===== src/mode_cfg.svh =====
`ifndef MODE_CFG_SVH
`define MODE_CFG_SVH
// Register indices; byte address is four times the index
`define IDX_CLOCK_FORMAT 5'h00
`define IDX_MUTE         5'h01
`define IDX_CONV_SEL     5'h02
`define IDX_INVERT_A     5'h05
`define IDX_ZERO_LEFT    5'h07
`define IDX_ZERO_RIGHT   5'h08
`define IDX_SLOT_FORMAT  5'h0a
`define IDX_INVERT_B     5'h0c
`define IDX_PICK_B       5'h0d
`define IDX_AUTO_SWITCH  5'h15
// Field positions
`define POS_SOFT_RESET   0
`define POS_FORMAT_LO    1
`define POS_CLOCK_AUTO   7
`define POS_CONV_SEL     0
`define POS_PICK_1       1
`define POS_PICK_2       2
// Reset values
`define RST_SOFT_RESET_N 1'h0
`define RST_FORMAT       3'h6
`define RST_CLOCK_AUTO   1'h0
`define RST_CONV_SEL     1'h0
`define RST_PICK         4'hf
`define RST_INVERT       8'h00
`define RST_ZERO         8'h00
`define RST_AUTO_SWITCH  1'h0
`define RST_SLOT         2'h0
`define RST_MUTE         1'h0
// Timing counts, in sample periods and bit clock edges
`define SWITCH_FS        2
`define DSD_RATIO        64
`define DSD_GAP_MAX      8
`endif


===== src/mode_pkg.sv =====
package mode_pkg;
  typedef enum logic [1:0] {
    ctl_serial3 = 2'b00,
    ctl_twowire = 2'b01,
    ctl_pin     = 2'b10
  } ctl_mode_e;
  typedef enum logic [0:0] {
    st_run    = 1'b0,
    st_switch = 1'b1
  } switch_state_e;
endpackage : mode_pkg


===== src/auto_detect.sv =====
`timescale 1ns/1ps
`include "mode_cfg.svh"
// Tells PCM from DSD by how often the shared frame pin changes,
// measured in rising edges of the shared clock pin
module auto_detect #(
  parameter int GAP_MAX = `DSD_GAP_MAX
) (
  input  wire logic ref_clk_in,
  input  wire logic rst_n_in,
  input  wire logic clear_in,
  input  wire logic clk_pin_in,
  input  wire logic frame_pin_in,
  output logic      dsd_seen_out
);
  logic       clk_d;
  logic       frame_d;
  logic [7:0] gap;

  if (GAP_MAX < 2 || GAP_MAX > 200) begin : g_chk
    $error("auto_detect: GAP_MAX out of range");
  end

  // Edge history of already synchronised pins
  always_ff @(posedge ref_clk_in or negedge rst_n_in) begin
    if (!rst_n_in) begin
      clk_d   <= 1'b0;
      frame_d <= 1'b0;
    end else begin
      clk_d   <= clk_pin_in;
      frame_d <= frame_pin_in;
    end
  end

  // Saturating gap count; a PCM frame clock spans many bit clocks,
  // a bitstream changes within a few
  always_ff @(posedge ref_clk_in or negedge rst_n_in) begin
    if (!rst_n_in) begin
      gap          <= 8'h00;
      dsd_seen_out <= 1'b0;
    end else if (clear_in) begin
      gap          <= 8'h00;
      dsd_seen_out <= 1'b0;
    end else if (frame_pin_in != frame_d) begin
      dsd_seen_out <= (gap < 8'(GAP_MAX));
      gap          <= 8'h00;
    end else if (clk_pin_in && !clk_d && gap != 8'hff) begin
      gap <= gap + 8'h01;
    end
  end
endmodule : auto_detect


===== src/conv_mode_ctrl.sv =====
`timescale 1ns/1ps
`include "mode_cfg.svh"
module conv_mode_ctrl
  import mode_pkg::*;
#(
  parameter int DSD_RATIO = `DSD_RATIO,
  parameter int SWITCH_FS = `SWITCH_FS
) (
  input  wire logic        ref_clk_in,
  input  wire logic        rst_n_in,
  input  wire logic        psel_in,
  input  wire logic        penable_in,
  input  wire logic        pwrite_in,
  input  wire logic [7:0]  paddr_in,
  input  wire logic [31:0] pwdata_in,
  output logic [31:0]      prdata_out,
  output logic             pready_out,
  output logic             pslverr_out,
  input  wire logic        power_down_n_in,
  input  wire logic        bus_select_in,
  input  wire logic        pin_mode_strap_in,
  input  wire logic [2:0]  pin_audio_format_in,
  input  wire logic [1:0]  pin_multislot_in,
  input  wire logic        pin_soft_mute_in,
  input  wire logic [8:0]  shared_pin_in,
  output logic [1:0]       control_mode_out,
  output logic             conv_is_dsd_out,
  output logic             switching_out,
  output logic             soft_reset_n_out,
  output logic             clock_setting_auto_out,
  output logic [2:0]       audio_format_out,
  output logic [1:0]       multislot_out,
  output logic             soft_mute_out,
  output logic [7:0]       zero_detect_en_out,
  output logic [7:0]       invert_out,
  output logic [3:0]       channel_pick_out,
  output logic             bit_clock_out,
  output logic             frame_clock_out,
  output logic [3:0]       serial_data_out,
  output logic             bitstream_clock_out,
  output logic [3:0]       bitstream_left_out,
  output logic [3:0]       bitstream_right_out
);
  localparam int NS = 18;

  if (SWITCH_FS < 2 || SWITCH_FS > 3 || DSD_RATIO < 2 ||
      DSD_RATIO > 255) begin : g_chk
    $error("conv_mode_ctrl: unsupported parameter");
  end

  // Two-flop synchronisers; only sync2 feeds logic
  logic [NS-1:0] sync1;
  logic [NS-1:0] sync2;
  always_ff @(posedge ref_clk_in or negedge rst_n_in) begin
    if (!rst_n_in) begin
      sync1 <= '0;
      sync2 <= '0;
    end else begin
      sync1 <= {power_down_n_in, bus_select_in, pin_mode_strap_in,
                pin_audio_format_in, pin_multislot_in,
                pin_soft_mute_in, shared_pin_in};
      sync2 <= sync1;
    end
  end

  logic       pdn_s;
  logic       bus_s;
  logic       strap_s;
  logic [2:0] pfmt_s;
  logic [1:0] pslot_s;
  logic       pmute_s;
  logic [8:0] pin_s;
  assign {pdn_s, bus_s, strap_s, pfmt_s, pslot_s, pmute_s, pin_s} = sync2;

  function automatic ctl_mode_e decode_ctl(input logic bus_sel,
                                           input logic strap);
    if (!bus_sel) begin
      decode_ctl = ctl_serial3;
    end else if (!strap) begin
      decode_ctl = ctl_twowire;
    end else begin
      decode_ctl = ctl_pin;
    end
  endfunction : decode_ctl

  // Straps caught on power-down release; a strap moved later is ignored
  ctl_mode_e ctl_mode;
  logic      pdn_d;
  always_ff @(posedge ref_clk_in or negedge rst_n_in) begin
    if (!rst_n_in) begin
      pdn_d    <= 1'b0;
      ctl_mode <= ctl_serial3;
    end else begin
      pdn_d <= pdn_s;
      if (pdn_s && !pdn_d) begin
        ctl_mode <= decode_ctl(bus_s, strap_s);
      end
    end
  end
  logic pin_ctl;
  assign pin_ctl = (ctl_mode == ctl_pin);

  // Register fields; power-down returns every field to its default
  logic       soft_reset_n;
  logic [2:0] reg_format;
  logic       reg_clock_auto;
  logic       reg_mute;
  logic       conv_mode_sel;
  logic [3:0] channel_pick;
  logic [7:0] left_invert;
  logic [7:0] zero_en;
  logic [1:0] reg_slot;
  logic       auto_conv_switch_en;

  logic [4:0] idx;
  logic       mapped;
  logic       wr_en;
  assign idx   = paddr_in[6:2];
  assign wr_en = psel_in && penable_in && pwrite_in && mapped;

  function automatic logic is_mapped(input logic [4:0] i);
    case (i)
      `IDX_CLOCK_FORMAT, `IDX_MUTE, `IDX_CONV_SEL, `IDX_INVERT_A,
      `IDX_ZERO_LEFT, `IDX_ZERO_RIGHT, `IDX_SLOT_FORMAT,
      `IDX_INVERT_B, `IDX_PICK_B, `IDX_AUTO_SWITCH: is_mapped = 1'b1;
      default: is_mapped = 1'b0;
    endcase
  endfunction : is_mapped
  assign mapped = is_mapped(idx) && (paddr_in[7] == 1'b0) &&
                  (paddr_in[1:0] == 2'b00);

  // Register writes
  always_ff @(posedge ref_clk_in or negedge rst_n_in) begin
    if (!rst_n_in) begin
      soft_reset_n        <= `RST_SOFT_RESET_N;
      reg_format          <= `RST_FORMAT;
      reg_clock_auto      <= `RST_CLOCK_AUTO;
      reg_mute            <= `RST_MUTE;
      conv_mode_sel       <= `RST_CONV_SEL;
      channel_pick        <= `RST_PICK;
      left_invert         <= `RST_INVERT;
      zero_en             <= `RST_ZERO;
      reg_slot            <= `RST_SLOT;
      auto_conv_switch_en <= `RST_AUTO_SWITCH;
    end else if (!pdn_s) begin
      soft_reset_n        <= `RST_SOFT_RESET_N;
      reg_format          <= `RST_FORMAT;
      reg_clock_auto      <= `RST_CLOCK_AUTO;
      reg_mute            <= `RST_MUTE;
      conv_mode_sel       <= `RST_CONV_SEL;
      channel_pick        <= `RST_PICK;
      left_invert         <= `RST_INVERT;
      zero_en             <= `RST_ZERO;
      reg_slot            <= `RST_SLOT;
      auto_conv_switch_en <= `RST_AUTO_SWITCH;
    end else if (wr_en) begin
      case (idx)
        `IDX_CLOCK_FORMAT: begin
          soft_reset_n   <= pwdata_in[`POS_SOFT_RESET];
          reg_format     <= pwdata_in[`POS_FORMAT_LO +: 3];
          reg_clock_auto <= pwdata_in[`POS_CLOCK_AUTO];
        end
        `IDX_MUTE: reg_mute <= pwdata_in[0];
        `IDX_CONV_SEL: begin
          conv_mode_sel   <= pwdata_in[`POS_CONV_SEL];
          channel_pick[0] <= pwdata_in[`POS_PICK_1];
        end
        `IDX_INVERT_A: begin
          left_invert[1:0] <= pwdata_in[1:0];
          channel_pick[1]  <= pwdata_in[`POS_PICK_2];
        end
        `IDX_ZERO_LEFT:   zero_en[3:0]     <= pwdata_in[3:0];
        `IDX_ZERO_RIGHT:  zero_en[7:4]     <= pwdata_in[3:0];
        `IDX_SLOT_FORMAT: reg_slot         <= pwdata_in[1:0];
        `IDX_INVERT_B:    left_invert[7:2] <= pwdata_in[5:0];
        `IDX_PICK_B:      channel_pick[3:2] <= pwdata_in[1:0];
        `IDX_AUTO_SWITCH: auto_conv_switch_en <= pwdata_in[0];
        default: ;
      endcase
    end
  end

  // Detector and switching state
  logic          dsd_seen;
  logic          active_dsd;
  logic          target_dsd;
  switch_state_e sw_state;
  logic [1:0]    fs_cnt;
  logic [7:0]    bitstream_clock_div;
  logic          clk_d;
  logic          frame_d;
  logic          fs_tick;

  auto_detect #(.GAP_MAX(`DSD_GAP_MAX)) u_detect (
    .ref_clk_in   (ref_clk_in),
    .rst_n_in     (rst_n_in),
    .clear_in     (!pdn_s),
    .clk_pin_in   (pin_s[0]),
    .frame_pin_in (pin_s[1]),
    .dsd_seen_out (dsd_seen)
  );

  // Pin mode is PCM only; auto mode ignores the select bit
  always_comb begin
    if (pin_ctl) begin
      target_dsd = 1'b0;
    end else if (auto_conv_switch_en) begin
      target_dsd = dsd_seen;
    end else begin
      target_dsd = conv_mode_sel;
    end
  end

  // Sample period tick: frame clock in PCM, divided clock in DSD
  always_ff @(posedge ref_clk_in or negedge rst_n_in) begin
    if (!rst_n_in) begin
      clk_d    <= 1'b0;
      frame_d  <= 1'b0;
      bitstream_clock_div <= 8'h00;
    end else begin
      clk_d   <= pin_s[0];
      frame_d <= pin_s[1];
      if (!active_dsd) begin
        bitstream_clock_div <= 8'h00;
      end else if (pin_s[0] && !clk_d) begin
        bitstream_clock_div <= (bitstream_clock_div == 8'(DSD_RATIO - 1)) ? 8'h00
                                                    : bitstream_clock_div + 8'h01;
      end
    end
  end
  assign fs_tick = active_dsd ?
                   (pin_s[0] && !clk_d && bitstream_clock_div == 8'(DSD_RATIO - 1)) :
                   (pin_s[1] && !frame_d);

  // Mode change waits out SWITCH_FS sample periods with data muted
  always_ff @(posedge ref_clk_in or negedge rst_n_in) begin
    if (!rst_n_in) begin
      sw_state   <= st_run;
      fs_cnt     <= 2'h0;
      active_dsd <= 1'b0;
    end else if (!pdn_s) begin
      sw_state   <= st_run;
      fs_cnt     <= 2'h0;
      active_dsd <= 1'b0;
    end else begin
      case (sw_state)
        st_run: begin
          fs_cnt <= 2'h0;
          if (target_dsd != active_dsd) begin
            sw_state <= st_switch;
          end
        end
        st_switch: begin
          if (fs_tick) begin
            if (fs_cnt == 2'(SWITCH_FS - 1)) begin
              active_dsd <= target_dsd;
              sw_state   <= st_run;
            end else begin
              fs_cnt <= fs_cnt + 2'h1;
            end
          end
        end
        default: sw_state <= st_run;
      endcase
    end
  end

  // Effective settings; in pin mode clock setting auto is forced on and the other register-only features held at default
  always_ff @(posedge ref_clk_in or negedge rst_n_in) begin
    if (!rst_n_in) begin
      clock_setting_auto_out <= 1'b0;
      audio_format_out       <= `RST_FORMAT;
      multislot_out          <= `RST_SLOT;
      soft_mute_out          <= 1'b0;
      zero_detect_en_out     <= `RST_ZERO;
      invert_out             <= `RST_INVERT;
      channel_pick_out       <= `RST_PICK;
      soft_reset_n_out       <= 1'b0;
    end else if (pin_ctl) begin
      clock_setting_auto_out <= 1'b1;
      audio_format_out       <= pfmt_s;
      multislot_out          <= pslot_s;
      soft_mute_out          <= pmute_s;
      zero_detect_en_out     <= `RST_ZERO;
      invert_out             <= `RST_INVERT;
      channel_pick_out       <= `RST_PICK;
      soft_reset_n_out       <= pdn_s;
    end else begin
      clock_setting_auto_out <= reg_clock_auto && !active_dsd;
      audio_format_out       <= reg_format;
      multislot_out          <= reg_slot;
      soft_mute_out          <= reg_mute;
      zero_detect_en_out     <= zero_en;
      invert_out             <= left_invert;
      channel_pick_out       <= channel_pick;
      soft_reset_n_out       <= soft_reset_n && pdn_s;
    end
  end

  // Shared pin routing, all zero while a switch is in progress
  always_ff @(posedge ref_clk_in or negedge rst_n_in) begin
    if (!rst_n_in) begin
      bit_clock_out       <= 1'b0;
      frame_clock_out     <= 1'b0;
      serial_data_out     <= 4'h0;
      bitstream_clock_out <= 1'b0;
      bitstream_left_out  <= 4'h0;
      bitstream_right_out <= 4'h0;
    end else begin
      bit_clock_out       <= 1'b0;
      frame_clock_out     <= 1'b0;
      serial_data_out     <= 4'h0;
      bitstream_clock_out <= 1'b0;
      bitstream_left_out  <= 4'h0;
      bitstream_right_out <= 4'h0;
      if (sw_state == st_run && !active_dsd) begin
        bit_clock_out   <= pin_s[0];
        frame_clock_out <= pin_s[1];
        serial_data_out <= pin_s[5:2];
      end else if (sw_state == st_run) begin
        bitstream_clock_out <= pin_s[0];
        bitstream_left_out  <= {pin_s[7], pin_s[5], pin_s[3], pin_s[1]};
        bitstream_right_out <= {pin_s[8], pin_s[6], pin_s[4], pin_s[2]};
      end
    end
  end

  assign control_mode_out = ctl_mode;
  assign conv_is_dsd_out  = active_dsd;
  assign switching_out    = (sw_state == st_switch);

  // APB answers in the access cycle; unmapped gets pslverr
  assign pready_out  = 1'b1;
  assign pslverr_out = psel_in && penable_in && !mapped;
  logic [31:0] rd_word;
  always_comb begin
    rd_word = 32'h0000_0000;
    if (mapped) begin
      case (idx)
        `IDX_CLOCK_FORMAT: rd_word = {24'h0, reg_clock_auto, 3'h0,
                                      reg_format, soft_reset_n};
        `IDX_MUTE:        rd_word = {31'h0, reg_mute};
        `IDX_CONV_SEL:    rd_word = {29'h0, active_dsd,
                                     channel_pick[0], conv_mode_sel};
        `IDX_INVERT_A:    rd_word = {29'h0, channel_pick[1],
                                     left_invert[1:0]};
        `IDX_ZERO_LEFT:   rd_word = {28'h0, zero_en[3:0]};
        `IDX_ZERO_RIGHT:  rd_word = {28'h0, zero_en[7:4]};
        `IDX_SLOT_FORMAT: rd_word = {30'h0, reg_slot};
        `IDX_INVERT_B:    rd_word = {26'h0, left_invert[7:2]};
        `IDX_PICK_B:      rd_word = {30'h0, channel_pick[3:2]};
        `IDX_AUTO_SWITCH: rd_word = {30'h0, dsd_seen,
                                     auto_conv_switch_en};
        default:          rd_word = 32'h0000_0000;
      endcase
    end
  end

  // Read word caught in the setup cycle, so it stands through the access;
  // status bits may be one cycle old, which software cannot notice
  always_ff @(posedge ref_clk_in or negedge rst_n_in) begin
    if (!rst_n_in) begin
      prdata_out <= 32'h0000_0000;
    end else if (psel_in && !penable_in) begin
      prdata_out <= rd_word;
    end
  end

  // Sample periods seen during a switch, counted apart from fs_cnt
  logic [1:0] sw_ticks;
  always_ff @(posedge ref_clk_in or negedge rst_n_in) begin
    if (!rst_n_in) begin
      sw_ticks <= 2'h0;
    end else if (!switching_out) begin
      sw_ticks <= 2'h0;
    end else if (fs_tick && sw_ticks != 2'h3) begin
      sw_ticks <= sw_ticks + 2'h1;
    end
  end
endmodule : conv_mode_ctrl


===== config.mk =====
export PLATFORM = sky130hd
export DESIGN_NAME = conv_mode_ctrl
export DESIGN_NICKNAME = d
export VERILOG_FILES = /design/src/mode_pkg.sv /design/src/auto_detect.sv /design/src/conv_mode_ctrl.sv
export VERILOG_INCLUDE_DIRS = /design/src
export SDC_FILE = /design/constraint.sdc
export NUM_CORES = 1
export LEC_CHECK = 0
export BUFFER_PORTS_ARGS = -buffer_cell sky130_fd_sc_hd__clkbuf_2
export CORE_ASPECT_RATIO = 0.5
export CORE_UTILIZATION = 40
export DETAILED_ROUTE_END_ITERATION = 16
export PLACE_DENSITY_LB_ADDON = 0.05
export SLEW_MARGIN = 20
export SYNTH_ARGS = -nofsm -noshare
export SYNTH_HDL_FRONTEND = slang
export SYNTH_SLANG_ARGS = --single-unit

===== constraint.sdc =====
create_clock -name ref_clk_in -period 4.3 [get_ports ref_clk_in]
set_input_delay 1.075 -clock ref_clk_in [delete_from_list [all_inputs] [get_ports ref_clk_in]]
set_output_delay 1.075 -clock ref_clk_in [all_outputs]
set_load 0.05 [all_outputs]

# Word level (Yosys, flattened, before mapping)
# Memory sizes are Yosys's and may differ from the RTL's.
# Cells that the tools add are included.
[op_classes] n_eq_ne=34 magnitude_cmp=1 addsub=3 n_reduce_logical=35 muxes=79 bitwise_logic=2
[ops] cell="2-to-1 mux 8 bit" n=13
[ops] cell="case mux 8 bit (10 select lines)" n=1
[ops] cell="2-to-1 mux 4 bit" n=10
[ops] cell="2-to-1 mux 1 bit" n=37
[ops] cell="inequality test 2 x 1 -> 1 bit (second input constant)" n=16
[ops] cell="2-to-1 mux 2 bit" n=11
[ops] cell="AND reduction 2 bit" n=11
[ops] cell="== test 5 x 4 -> 1 bit (second input constant)" n=4
[ops] cell="adder 8 x 1 -> 8 bit (second input constant)" n=2
[ops] cell="logical AND 1 bit" n=15
[ops] cell="2-to-1 mux 3 bit" n=4
[ops] cell="== test 5 x 3 -> 1 bit (second input constant)" n=2
[ops] cell="== test 8 x 6 -> 1 bit (second input constant)" n=1
[ops] cell="< comparator 8 x 4 -> 1 bit (second input constant)" n=1
[ops] cell="inequality test 8 bit (second input constant)" n=1
[ops] cell="logical NOT 1 bit" n=6
[ops] cell="2-to-1 mux 6 bit" n=1
[ops] cell="== test 5 x 1 -> 1 bit (second input constant)" n=1
[ops] cell="== test 5 x 2 -> 1 bit (second input constant)" n=1
[ops] cell="== test 5 bit (second input constant)" n=1
[ops] cell="logical NOT 5 bit" n=1
[ops] cell="case mux 2 bit (2 select lines)" n=1
[ops] cell="inequality test 3 x 1 -> 1 bit (second input constant)" n=1
[ops] cell="inequality test 3 x 2 -> 1 bit (second input constant)" n=1
[ops] cell="other kinds (9)" n=11
[totals] inputBits=63 out_inout_bits=81 romBits=32 memories=1 ff_bits=167 elab_cells=196
[mem_list] name="(no name shown)" depth=32 word_bits=1 rd=1 rd_clocked_by_memory_dff=0 wr=0 line="conv_mode_ctrl.sv:122" rtl="case (i)"

# Depth between registers and ports, before layout
# Gate-level depths: netlist (run 1).
[depth] ltp_word=7 depth_mapped=7 mapped_depth_nobuf=7

# By module
# From an unflattened synthesis (run 1), not the netlist that was laid out.
[unflattened] cells_unflattened=503 area_unflattened_um2=5962.0
[by_module_without_submodules] mod="conv_mode_ctrl" n_inst=1 cells_each=446 area_per_inst_um2=5331.4 seq_area_each_um2=3343.2
[by_module_without_submodules] mod="auto_detect" n_inst=1 cells_each=57 area_per_inst_um2=630.6 seq_area_each_um2=275.3

# Least setup slack after synthesis (run 1)
# Ideal clock, no wire load.
[synth_timing] kind="input to output" from="input paddr_in[3]" to="output pslverr_out" t_arrival_ps=2451 slack_ps=774 stages=4 path_buffers=1 required_time_ps=3225 path_cell_list="buf_2 > and4bb_2 > a22o_2 > nor2_1"
[synth_via] elab_chain_cells=5
[synth_lines] element="start, declared" line="conv_mode_ctrl.sv:14" rtl="input wire logic [7:0] paddr_in,"
[synth_lines] element="memory (32 x 1 bit)"
[synth_lines] element="logical AND 1 bit (2 in a row)" line="conv_mode_ctrl.sv:129" rtl="assign mapped = is_mapped(idx) && (paddr_in[7] == 1'b0) &&"
[synth_lines] element="logical NOT 1 bit" line="conv_mode_ctrl.sv:334" rtl="assign pslverr_out = psel_in && penable_in && !mapped;"
[synth_lines] element="logical AND 1 bit" line="conv_mode_ctrl.sv:334"
[synth_lines] element="end, declared" line="conv_mode_ctrl.sv:18" rtl="output logic pslverr_out,"
# Every way passes these cells.

# Final worst setup path (run 1)
[layout_timing] from="input paddr_in[6]" to="output pslverr_out"
# The elaborated chain is that of the path after synthesis.

==> impl_metrics.csv, run 1 <==
group,metric,value,unit
clock_tree,numCtsBuffers,17,
worst_setup_path,critical_path_s_slowest_cell,"or4_1",
drt,routed_wl,11.5,mm
placed_design,routabilityCongestion,0.815,
timing,fin_clk_skew,13.3,ps
yosys,synthMuxAreaShare,0.0633,
die,floorplan.io_pins,144,
drt,topRoutingLayerUsed,"met4",
worst_setup_path,critPathLaunchType,"input pin",
yosys,synthXorXnorAreaFrac,0.0193,
drt,routed-via-count,3776,
timing,final.min_clock_period,3540,ps
final_layout,drive_above_1_share,0.260,
global_routing,number_of_antenna_violations_at_the_first_check_in_global_routing,0,
drt,drt_first_pass_iters,4,
timing,fin_tns_setup,0,ps
timing,worst-slew-pin-transition,914,ps
drt,dr_wl_met2,4.97,mm
clock_tree,root_buffer,"clkbuf_16",
yosys,syn-mean-instance-area,11.8,um2
yosys,synth_cells,502,
pwr,power.ir.vdd_worst,230,uV
final_layout,fill_cells,1283,
clock_tree,worstSkewPairLatency,420,ps
die,initial_utilization,0.423,
worst_setup_path,timing.critical_path.fanout_max,12,
clock_tree,clkSinkCount,142,
final_layout,postLayoutCellArea,0.00701,mm2
die,floorplan.die_area,0.0153,mm2
clock_tree,tritoncts,"done",
clock_tree,clk_transition_reported_paths,60,ps
drt,drt_drc_violations_left,0,
yosys,post_synthesis_compound_gate_area_fraction,0.0508,
die,fp-row-count,30,
timing,setup-violations-final,0,
flow_run,timing.max_cap.violations,0,
clock_tree,cts.htree.levels,4,
drt,drt_iter0_drc,172,
timing,grt_setup_unrepaired,"false",
yosys,netlist-cell-type-count,57,
global_routing,gr-usage-all-layers,0.164,
yosys,largest_area_contributor_in_the_synthesized_netlist,"dfrtp_1",
worst_setup_path,criticalPathCategory,"input pin to output port",
timing,max_clock_freq,283,MHz
drt,postRouteAntennaNets,0,
final_layout,antennaDiodeCount,0,
worst_setup_path,crit_path_end_kind,"output port",
yosys,ys_dominant_reg_cell,"dfrtp_1",
final_layout,layout-area-overhead-vs-synth,18.7,%
yosys,yosys.area.top_type_share,0.550,
global_routing,globalRouteOverflowTotal,0,
clock_tree,cts-hold-fix-buffers,0,
worst_setup_path,worst_ep_arrival_time,2460,ps
worst_setup_path,critical_path.cell_chain,"clkbuf_2, or4_1, a31oi_1, a22o_2, nor2_1, clkbuf_2",
placed_design,dpl_cell_area,0.00644,mm2
global_routing,grt_pass1_vias,3628,
global_routing,maximum_number_of_pins_on_one_net_before_global_route_repair,85,
yosys,synth.area.top_cells,"dfrtp_1 (55%), mux2i_1 (5.8%), dfstp_2 (5.3%), nand2_1 (3.8%), and2_1 (3.7%)",
timing,hold_violations,0,
placed_design,buffer_ports.inserted,92,
yosys,area_share_of_fa_ha_maj_cells_after_synthesis,0.00847,
drt,drt-met1-wl,5.77,mm
yosys,ys_seq_area_frac,0.604,
drt,vias_per_cell,4.72,
yosys,yosys_warnings,0,
hold_path,holdCritPathClass,"register to register",
yosys,most_numerous_cell_in_the_yosys_netlist,"dfrtp_1",
timing,min_period_over_period,0.823,
die,die_h,87.9,um
yosys,synth_edf_count,0,
clock_tree,maximum_count_of_clock_buffers_along_a_single_path,2,
yosys,post_synthesis_simple_gate_area_fraction,0.201,
timing,worst_slew_margin_rel,0.391,
worst_setup_path,crit_required,3220,ps
die,core_area,0.0140,mm2
status,result_of_the_run,"finished clean",
timing,final_max_slew_viol_count,0,
yosys,async_flop_share,1.00,
global_routing,grt_pass1_wl,19.1,mm
final_layout,fin_nets,662,
clock_tree,cts_setup_buffers,0,
worst_setup_path,critical_path_buf_inv_count,2,
worst_setup_path,critical_path.top_delay_family,"simple AND/OR/NAND/NOR gates",
drt,wl_met3,599,um
drt,average_wire_length_per_cell_after_detail_routing,14.4,um
pwr,power_density,432,mW/mm2
yosys,ys_ff_latch,142,
pwr,leakage,3.28,nW
die,die-width,174,um
worst_setup_path,path_common_cell,"clkbuf_2",
yosys,dominant_combinational_cell_family_by_area_after_synthesis,"simple AND/OR/NAND/NOR gates",
worst_setup_path,critical_path.max_stage_delay,570,ps
clock_tree,post_cts_resize_count,0,
yosys,combined_area_of_all_synthesized_cells,0.00591,mm2
placed_design,detail_placement_hpwl,7.75,mm
yosys,netlist_top_cells_count,"dfrtp_1 (130), nand2_1 (60), and2_1 (35)",
[kinds of logic after synthesis]
logic type / count (synthesis)
fa+ha+maj: 4
mux: 37
simple gates: 210
buf+inv: 50
other cells: 2
flops: 142
xor+xnor: 13
compound gates: 44
[area by class of cell]
class | instances | area (um2) | share of cell area
Clock buffer | 17 | 425 | 0.0606
Clock inverter | 15 | 146 | 0.0209
Inverter | 4 | 15.0 | 0.00214
Multi-Input combinational cell | 334 | 2120 | 0.303
Sequential cell | 142 | 3570 | 0.509
Tap cell | 192 | 240 | 0.0342
Timing Repair Buffer | 96 | 497 | 0.0708
[worst register-to-register path, delay by kind of cell, from the launching register on]
family	cells	cell delay, ps
flip-flops	1	400
AO/OA/AOI/OAI	2	440
AND/OR/NAND/NOR	3	820
[registers in the layout (all words and copies together) (netlist names), 7 cells and up]
| name | flops |
|---|---|
| invert_out | 8 |
| sync1 | 18 |
| prdata_out | 7 |
| sync2 | 18 |
| zero_en | 8 |
| left_invert | 8 |
| zero_detect_en_out | 8 |
| u_detect.gap | 8 |
| bitstream_clock_div | 8 |
[cell usage in the layout (no fill, tap or decap), drive strengths merged, types with 5 or more instances in the layout]
cell type,n
nor3,9
dfrtp,130
nand2b,13
xor2,6
nor2b,29
and3,5
dfstp,12
a21oi,6
conb,26
nor2,24
clkinvlp,5
buf,5
mux2i,34
nand2,60
xnor2,7
nor4,6
nand3,9
o21ai,17
and2,35
inv,13
clkbuf,108
[final timing paths]
check / start / end / slack, ps / cells past startpoint
max: paddr_in[6] / pslverr_out / 760 / 6
min: sync1[12] / sync2[12] / 340 / 0
max reg2reg: bitstream_clock_div[6] / fs_cnt[1] / 2540 / 5
min reg2reg: sync1[12] / sync2[12] / 340 / 0
max in group asynchronous: rst_n_in / channel_pick[2] / 2660 / 2
min in group asynchronous: rst_n_in / invert_out[6] / 690 / 1
[routing by layer]
metal / track usage / vias to the layer above
li1: - / 1819
met1: 0.231 / 1832
met2: 0.243 / 114
met3: 0.0438 / 11
met4: 0.0598 / 0
met5: 0 / -
[metrics by stage]
step	util	setup WS [ps]	total power [mW]	std cells	hold WS [ps]
detailed placement	0.461	759	1.64	768	335
global route	0.502	647	3.17	800	350
global placement	0.461	754	1.64	768	331
finish	0.502	763	3.03	800	342
CTS	0.502	759	3.08	800	344
floorplan	-	774	1.58	526	331
[power by group]
group | internal (mW) | switching (mW)
Sequential | 1.37 | 0.0115
Combinational | 0.0459 | 0.182
Clock | 0.812 | 0.611
Total | 2.23 | 0.805
Power figures use the tool's default switching activity.
==> run 2: changes to the inputs <==
--- a/config.mk
+++ b/config.mk
@@ -6,6 +6,7 @@
 export SDC_FILE = /design/constraint.sdc
 export NUM_CORES = 1
 export LEC_CHECK = 0
+export ABC_AREA = 1
 export BUFFER_PORTS_ARGS = -buffer_cell sky130_fd_sc_hd__clkbuf_2
 export CORE_ASPECT_RATIO = 0.5
 export CORE_UTILIZATION = 40
==> constraint.sdc (replaced) <==
create_clock -name ref_clk_in -period 3.2 [get_ports ref_clk_in]
set_input_delay 0.8 -clock ref_clk_in [delete_from_list [all_inputs] [get_ports ref_clk_in]]
set_output_delay 0.8 -clock ref_clk_in [all_outputs]
set_load 0.05 [all_outputs]
==> run 2 against run 1 <==
  * Clock power increased by 44%
  * Sequential share of layout area decreased by 1.9 points
  * Hold slack got worse by 20 ps
  * Flip-flop and latch count unchanged
  * Clock skew decreased by 3.6 ps
  * Wire length increased by 19%
  * Design area increased by 3.8%
  * Combinational power increased by 75%
  * Critical endpoint unchanged
  * Largest power group unchanged
==> impl_metrics.csv, run 2 <==
group,metric,value,unit
status,result_of_the_run,"finished clean",
die,floorplan.io_pins,144,
timing,min_period_over_period,0.871,
yosys,synth.area.top_cells,"dfrtp_1 (54%), nand2_1 (9.8%), nand3_1 (5.5%), dfstp_2 (5.2%), nor2_1 (4.9%)",
flow_run,timing.max_cap.violations,0,
drt,drt_iter0_drc,248,
worst_setup_path,critPathLaunchType,"input pin",
timing,fin_clk_skew,9.69,ps
global_routing,maximum_number_of_pins_on_one_net_before_global_route_repair,55,
final_layout,fin_util,0.499,
final_layout,fin_nets,832,
worst_setup_path,worst_ep_arrival_time,1990,ps
drt,postRouteAntennaNets,0,
yosys,most_numerous_cell_in_the_yosys_netlist,"nand2_1",
clock_tree,cts_setup_buffers,0,
yosys,largest_area_contributor_in_the_synthesized_netlist,"dfrtp_1",
yosys,synth_edf_count,0,
timing,grt_setup_unrepaired,"false",
worst_setup_path,r2r_start,"bitstream_clock_div[0]",
clock_tree,root_buffer,"clkbuf_16",
final_layout,antennaDiodeCount,0,
die,initial_utilization,0.414,
clock_tree,post_cts_resize_count,0,
pwr,power.ir.vdd_worst,292,uV
pwr,leakage,3.91,nW
placed_design,dp_worst_setup_slack,422,ps
worst_setup_path,reg2reg_slack,1460,ps
final_layout,stdcell_count,976,
global_routing,globalRouteOverflowTotal,0,
final_layout,postLayoutCellArea,0.00728,mm2
clock_tree,tritoncts,"done",
hold_path,holdCritPathClass,"input pin to asynchronous set/reset pin",
yosys,synth_cells,660,
clock_tree,worstSkewPairLatency,410,ps
drt,average_wire_length_per_cell_after_detail_routing,14.1,um
placed_design,placed_cells_incl_taps,944,
yosys,combined_area_of_all_synthesized_cells,0.00603,mm2
drt,drt_drc_violations_left,0,
drt,routed_wl,13.7,mm
global_routing,number_of_antenna_violations_at_the_first_check_in_global_routing,0,
die,fp-row-count,31,
clock_tree,numCtsBuffers,17,
timing,final_worst_path_setup_slack,412,ps
final_layout,drive_above_1_share,0.230,
worst_setup_path,timing.critical_path.fanout_max,6,
global_routing,grt_pass1_wl,22.3,mm
clock_tree,maximum_count_of_clock_buffers_along_a_single_path,2,
yosys,ys_ff_latch,142,
drt,routed-via-count,4544,
yosys,yosys.area.top_type_share,0.539,
worst_setup_path,crit_path_end_kind,"output port",
die,die-width,176,um
timing,max_clock_freq,359,MHz
global_routing,gr-usage-all-layers,0.191,
yosys,netlist_top_cells_count,"nand2_1 (157), dfrtp_1 (130), nor2_1 (79)",
timing,holdWs,322,ps
final_layout,layout-area-overhead-vs-synth,20.6,%
yosys,netlist-cell-type-count,38,
pwr,total_power,4.34,mW
yosys,syn-mean-instance-area,9.14,um2
placed_design,detail_placement_hpwl,9.78,mm
timing,worst_slew_margin_rel,0.621,
final_layout,reg_top3,"sync1 x18, sync2 x18",
timing,final.min_clock_period,2790,ps
worst_setup_path,criticalPathCategory,"input pin to output port",
yosys,ys_dominant_reg_cell,"dfrtp_1",
clock_tree,cts-hold-fix-buffers,0,
final_layout,layout_commonest_cell,"nand2_1",
clock_tree,clk_transition_reported_paths,70,ps
timing,hold_violations,0,
yosys,yosys_warnings,0,
timing,worst-slew-pin-transition,568,ps
die,core_area,0.0146,mm2
worst_setup_path,crit_required,2400,ps
placed_design,buffer_ports.inserted,92,
timing,setup-violations-final,0,
placed_design,routabilityCongestion,0.851,
drt,vias_per_cell,4.66,
drt,drt_first_pass_iters,5,
yosys,ys_seq_area_frac,0.591,
timing,fin_tns_setup,0,ps
yosys,async_flop_share,1.00,
die,die_h,88.9,um
clock_tree,cts.htree.levels,4,
final_layout,layout_common_cells,"nand2_1 (157), dfrtp_1 (130), clkbuf_2 (91)",
placed_design,dpl_cell_area,0.00667,mm2
timing,final_max_slew_viol_count,0,
pwr,power_density,597,mW/mm2
die,floorplan.die_area,0.0156,mm2
clock_tree,clkSinkCount,142,
worst_setup_path,cp-startpoint,"paddr_in[5]",
global_routing,grt_pass1_vias,4146,
## run 2: routing by layer
metal  track usage  vias up  routed length [um]
li1              -     2230                   -
met1         0.292     2141                7110
met2         0.262      164                5650
met3        0.0511        9                 914
met4        0.0498        0                  46
met5             0        -                   0
## run 2: layout make-up
| cell class | instances | area [um2] |
|---|---|---|
| Clock buffer | 18 | 429 |
| Timing Repair Buffer | 101 | 547 |
| Inverter | 86 | 323 |
| Tap cell | 198 | 248 |
| Clock inverter | 14 | 183 |
| Fill cell | 1412 | 7300 |
| Sequential cell | 142 | 3570 |
| Multi-Input combinational cell | 417 | 1980 |
## run 2: cells by family (layout without fill, tap and decap cells)
group	count (synthesis)	after routing	share of synthesized area
buffers and inverters	125	219	0.0964
xor gates and xnor gates	5	5	0.00726
other	2	26	0.00124
DFF	142	142	0.591
adders and majority gates	4	4	0.00829
and+or+nand+nor	351	351	0.268
AOI/OAI and AO/OA	31	31	0.0278
## run 2: worst paths after layout
path / cells after the start / endpoint
max in group asynchronous: 2 / sync2[4]
min: 1 / sync2[6]
max: 9 / pslverr_out
max reg2reg: 8 / conv_is_dsd_out
min in group ref_clk_in: 0 / sync2[0]
min reg2reg: 0 / sync2[0]
## run 2: where the power goes
part           internal (mW)  switching (mW)
Combinational         0.0841           0.314
Clock                   1.24           0.799
Sequential              1.87          0.0313
Total                   3.20            1.14
## run 2: critical path: stages
cell      delay [ps]
clkbuf_2         140
nor2_1           200
a21oi_1           90
nand2_1          100
nand2_4           60
nand2_4           90
inv_2             60
nor2_1           150
clkbuf_2         300
==> run 3: changes to the inputs <==
--- a/config.mk
+++ b/config.mk
@@ -11,7 +11,7 @@
 export CORE_ASPECT_RATIO = 0.5
 export CORE_UTILIZATION = 40
 export DETAILED_ROUTE_END_ITERATION = 16
-export PLACE_DENSITY_LB_ADDON = 0.05
+export SKIP_CTS_REPAIR_TIMING = 1
 export SLEW_MARGIN = 20
 export SYNTH_ARGS = -nofsm -noshare
 export SYNTH_HDL_FRONTEND = slang
==> run 3 against run 2 <==
  * Cell count shrank 0.31%
  * Utilization shrank 0.45 points
  * First-iteration DRC count grew 19%
==> impl_metrics.csv, run 3 (synthesized netlist as in run 2, its figures left out) <==
group,metric,value,unit
timing,fin_clk_skew,13.1,ps
final_layout,layout_commonest_cell,"nand2_1",
timing,worst_slew_margin_rel,0.547,
final_layout,drive_above_1_share,0.228,
placed_design,buffer_ports.inserted,92,
drt,drt_drc_violations_left,0,
drt,routed-via-count,4522,
die,fp-row-count,31,
timing,fin_tns_setup,0,ps
final_layout,layout-area-overhead-vs-synth,19.6,%
hold_path,holdCritPathClass,"input pin to asynchronous set/reset pin",
worst_setup_path,criticalPathCategory,"input pin to output port",
global_routing,gr-usage-all-layers,0.182,
worst_setup_path,timing.critical_path.fanout_max,12,
timing,min_period_over_period,0.896,
status,result_of_the_run,"finished clean",
timing,final_max_slew_viol_count,0,
die,floorplan.die_area,0.0156,mm2
worst_setup_path,crit_required,2400,ps
global_routing,globalRouteOverflowTotal,0,
clock_tree,clk_transition_reported_paths,60,ps
drt,average_wire_length_per_cell_after_detail_routing,13.8,um
global_routing,grt_pass1_vias,4106,
die,floorplan.io_pins,144,
die,die_h,88.9,um
clock_tree,tritoncts,"done",
worst_setup_path,critPathLaunchType,"input pin",
timing,final_worst_path_setup_slack,334,ps
drt,postRouteAntennaNets,0,
timing,worst-slew-pin-transition,680,ps
drt,drt_first_pass_iters,5,
pwr,power.ir.vdd_worst,360,uV
clock_tree,clkSinkCount,142,
clock_tree,cts.htree.levels,4,
global_routing,maximum_number_of_pins_on_one_net_before_global_route_repair,59,
final_layout,antennaDiodeCount,0,
final_layout,reg_top3,"sync1 x18, sync2 x18",
timing,max_clock_freq,349,MHz
worst_setup_path,critical_path.max_stage_delay,280,ps
clock_tree,worstSkewPairLatency,430,ps
die,die-width,176,um
placed_design,routabilityCongestion,0.890,
worst_setup_path,critical_path_s_slowest_cell,"clkbuf_2",
placed_design,detail_placement_hpwl,9.36,mm
drt,drt_iter0_drc,295,
worst_setup_path,critical_path.cell_chain,"clkbuf_2, nor2_1, a21oi_1, nand2_1, nand2_4, nand2_4, inv_2, nor2_1, clkbuf_2",
global_routing,grt_pass1_wl,21.2,mm
clock_tree,root_buffer,"clkbuf_16",
pwr,power_density,581,mW/mm2
worst_setup_path,worst_ep_arrival_time,2070,ps
die,core_area,0.0146,mm2
drt,vias_per_cell,4.65,
final_layout,fin_nets,829,
placed_design,dp_worst_setup_slack,352,ps
pwr,leakage,3.88,nW
flow_run,timing.max_cap.violations,0,
worst_setup_path,crit_path_end_kind,"output port",
drt,routed_wl,13.4,mm
timing,holdWs,326,ps
clock_tree,numCtsBuffers,17,
timing,setup-violations-final,0,
global_routing,number_of_antenna_violations_at_the_first_check_in_global_routing,0,
die,initial_utilization,0.414,
timing,grt_setup_unrepaired,"false",
timing,hold_violations,0,
clock_tree,maximum_count_of_clock_buffers_along_a_single_path,2,
pwr,total_power,4.19,mW
timing,final.min_clock_period,2870,ps
final_layout,layout_common_cells,"nand2_1 (157), dfrtp_1 (130), clkbuf_2 (91)",
==> run 3: metal layers <==
metal	global-route usage	routed length [um]
met3	0.0524	836
met1	0.269	6860
met5	0	0
met4	0.0545	155
met2	0.258	5550
==> run 3: report_power, final <==
part	internal (mW)	switching (mW)
Sequential	1.87	0.0333
Combinational	0.0813	0.315
Clock	1.03	0.857
Total	2.98	1.21
==> run 3: area by class of cell <==
type	count	area [um2]
repair buffers	98	524
inverters	86	323
fillers	1389	7370
multi-input cells	417	1980
clock buffers	17	425
flip-flops and latches	142	3570
clock inverters	15	144
well taps	198	248
==> run 3: path summary, 6_finish.rpt <==
kind,start,end,slack (ps),cells after the start
max,paddr_in[5],pslverr_out,330,9
min reg2reg,sync1[1],sync2[1],350,0
min in group ref_clk_in,sync1[1],sync2[1],350,0
max in group asynchronous,rst_n_in,sync1[2],2110,2
max reg2reg,sync2[17],u_detect.gap[5],1340,6
min,rst_n_in,invert_out[4],330,1
==> run 3: critical path: cells and delay by family <==
family / cells / cell delay [ps]
AO/OA/AOI/OAI: 1 / 90
AND/OR/NAND/NOR: 5 / 710
buffers and inverters: 3 / 460
==> run 3: per-stage QoR <==
stage	area [um2]	instances	utilization
floorplan	6120	684	-
global placement	6650	941	0.456
detailed placement	6650	941	0.456
CTS	7210	973	0.495
global route	7210	973	0.495
finish	7210	973	0.495
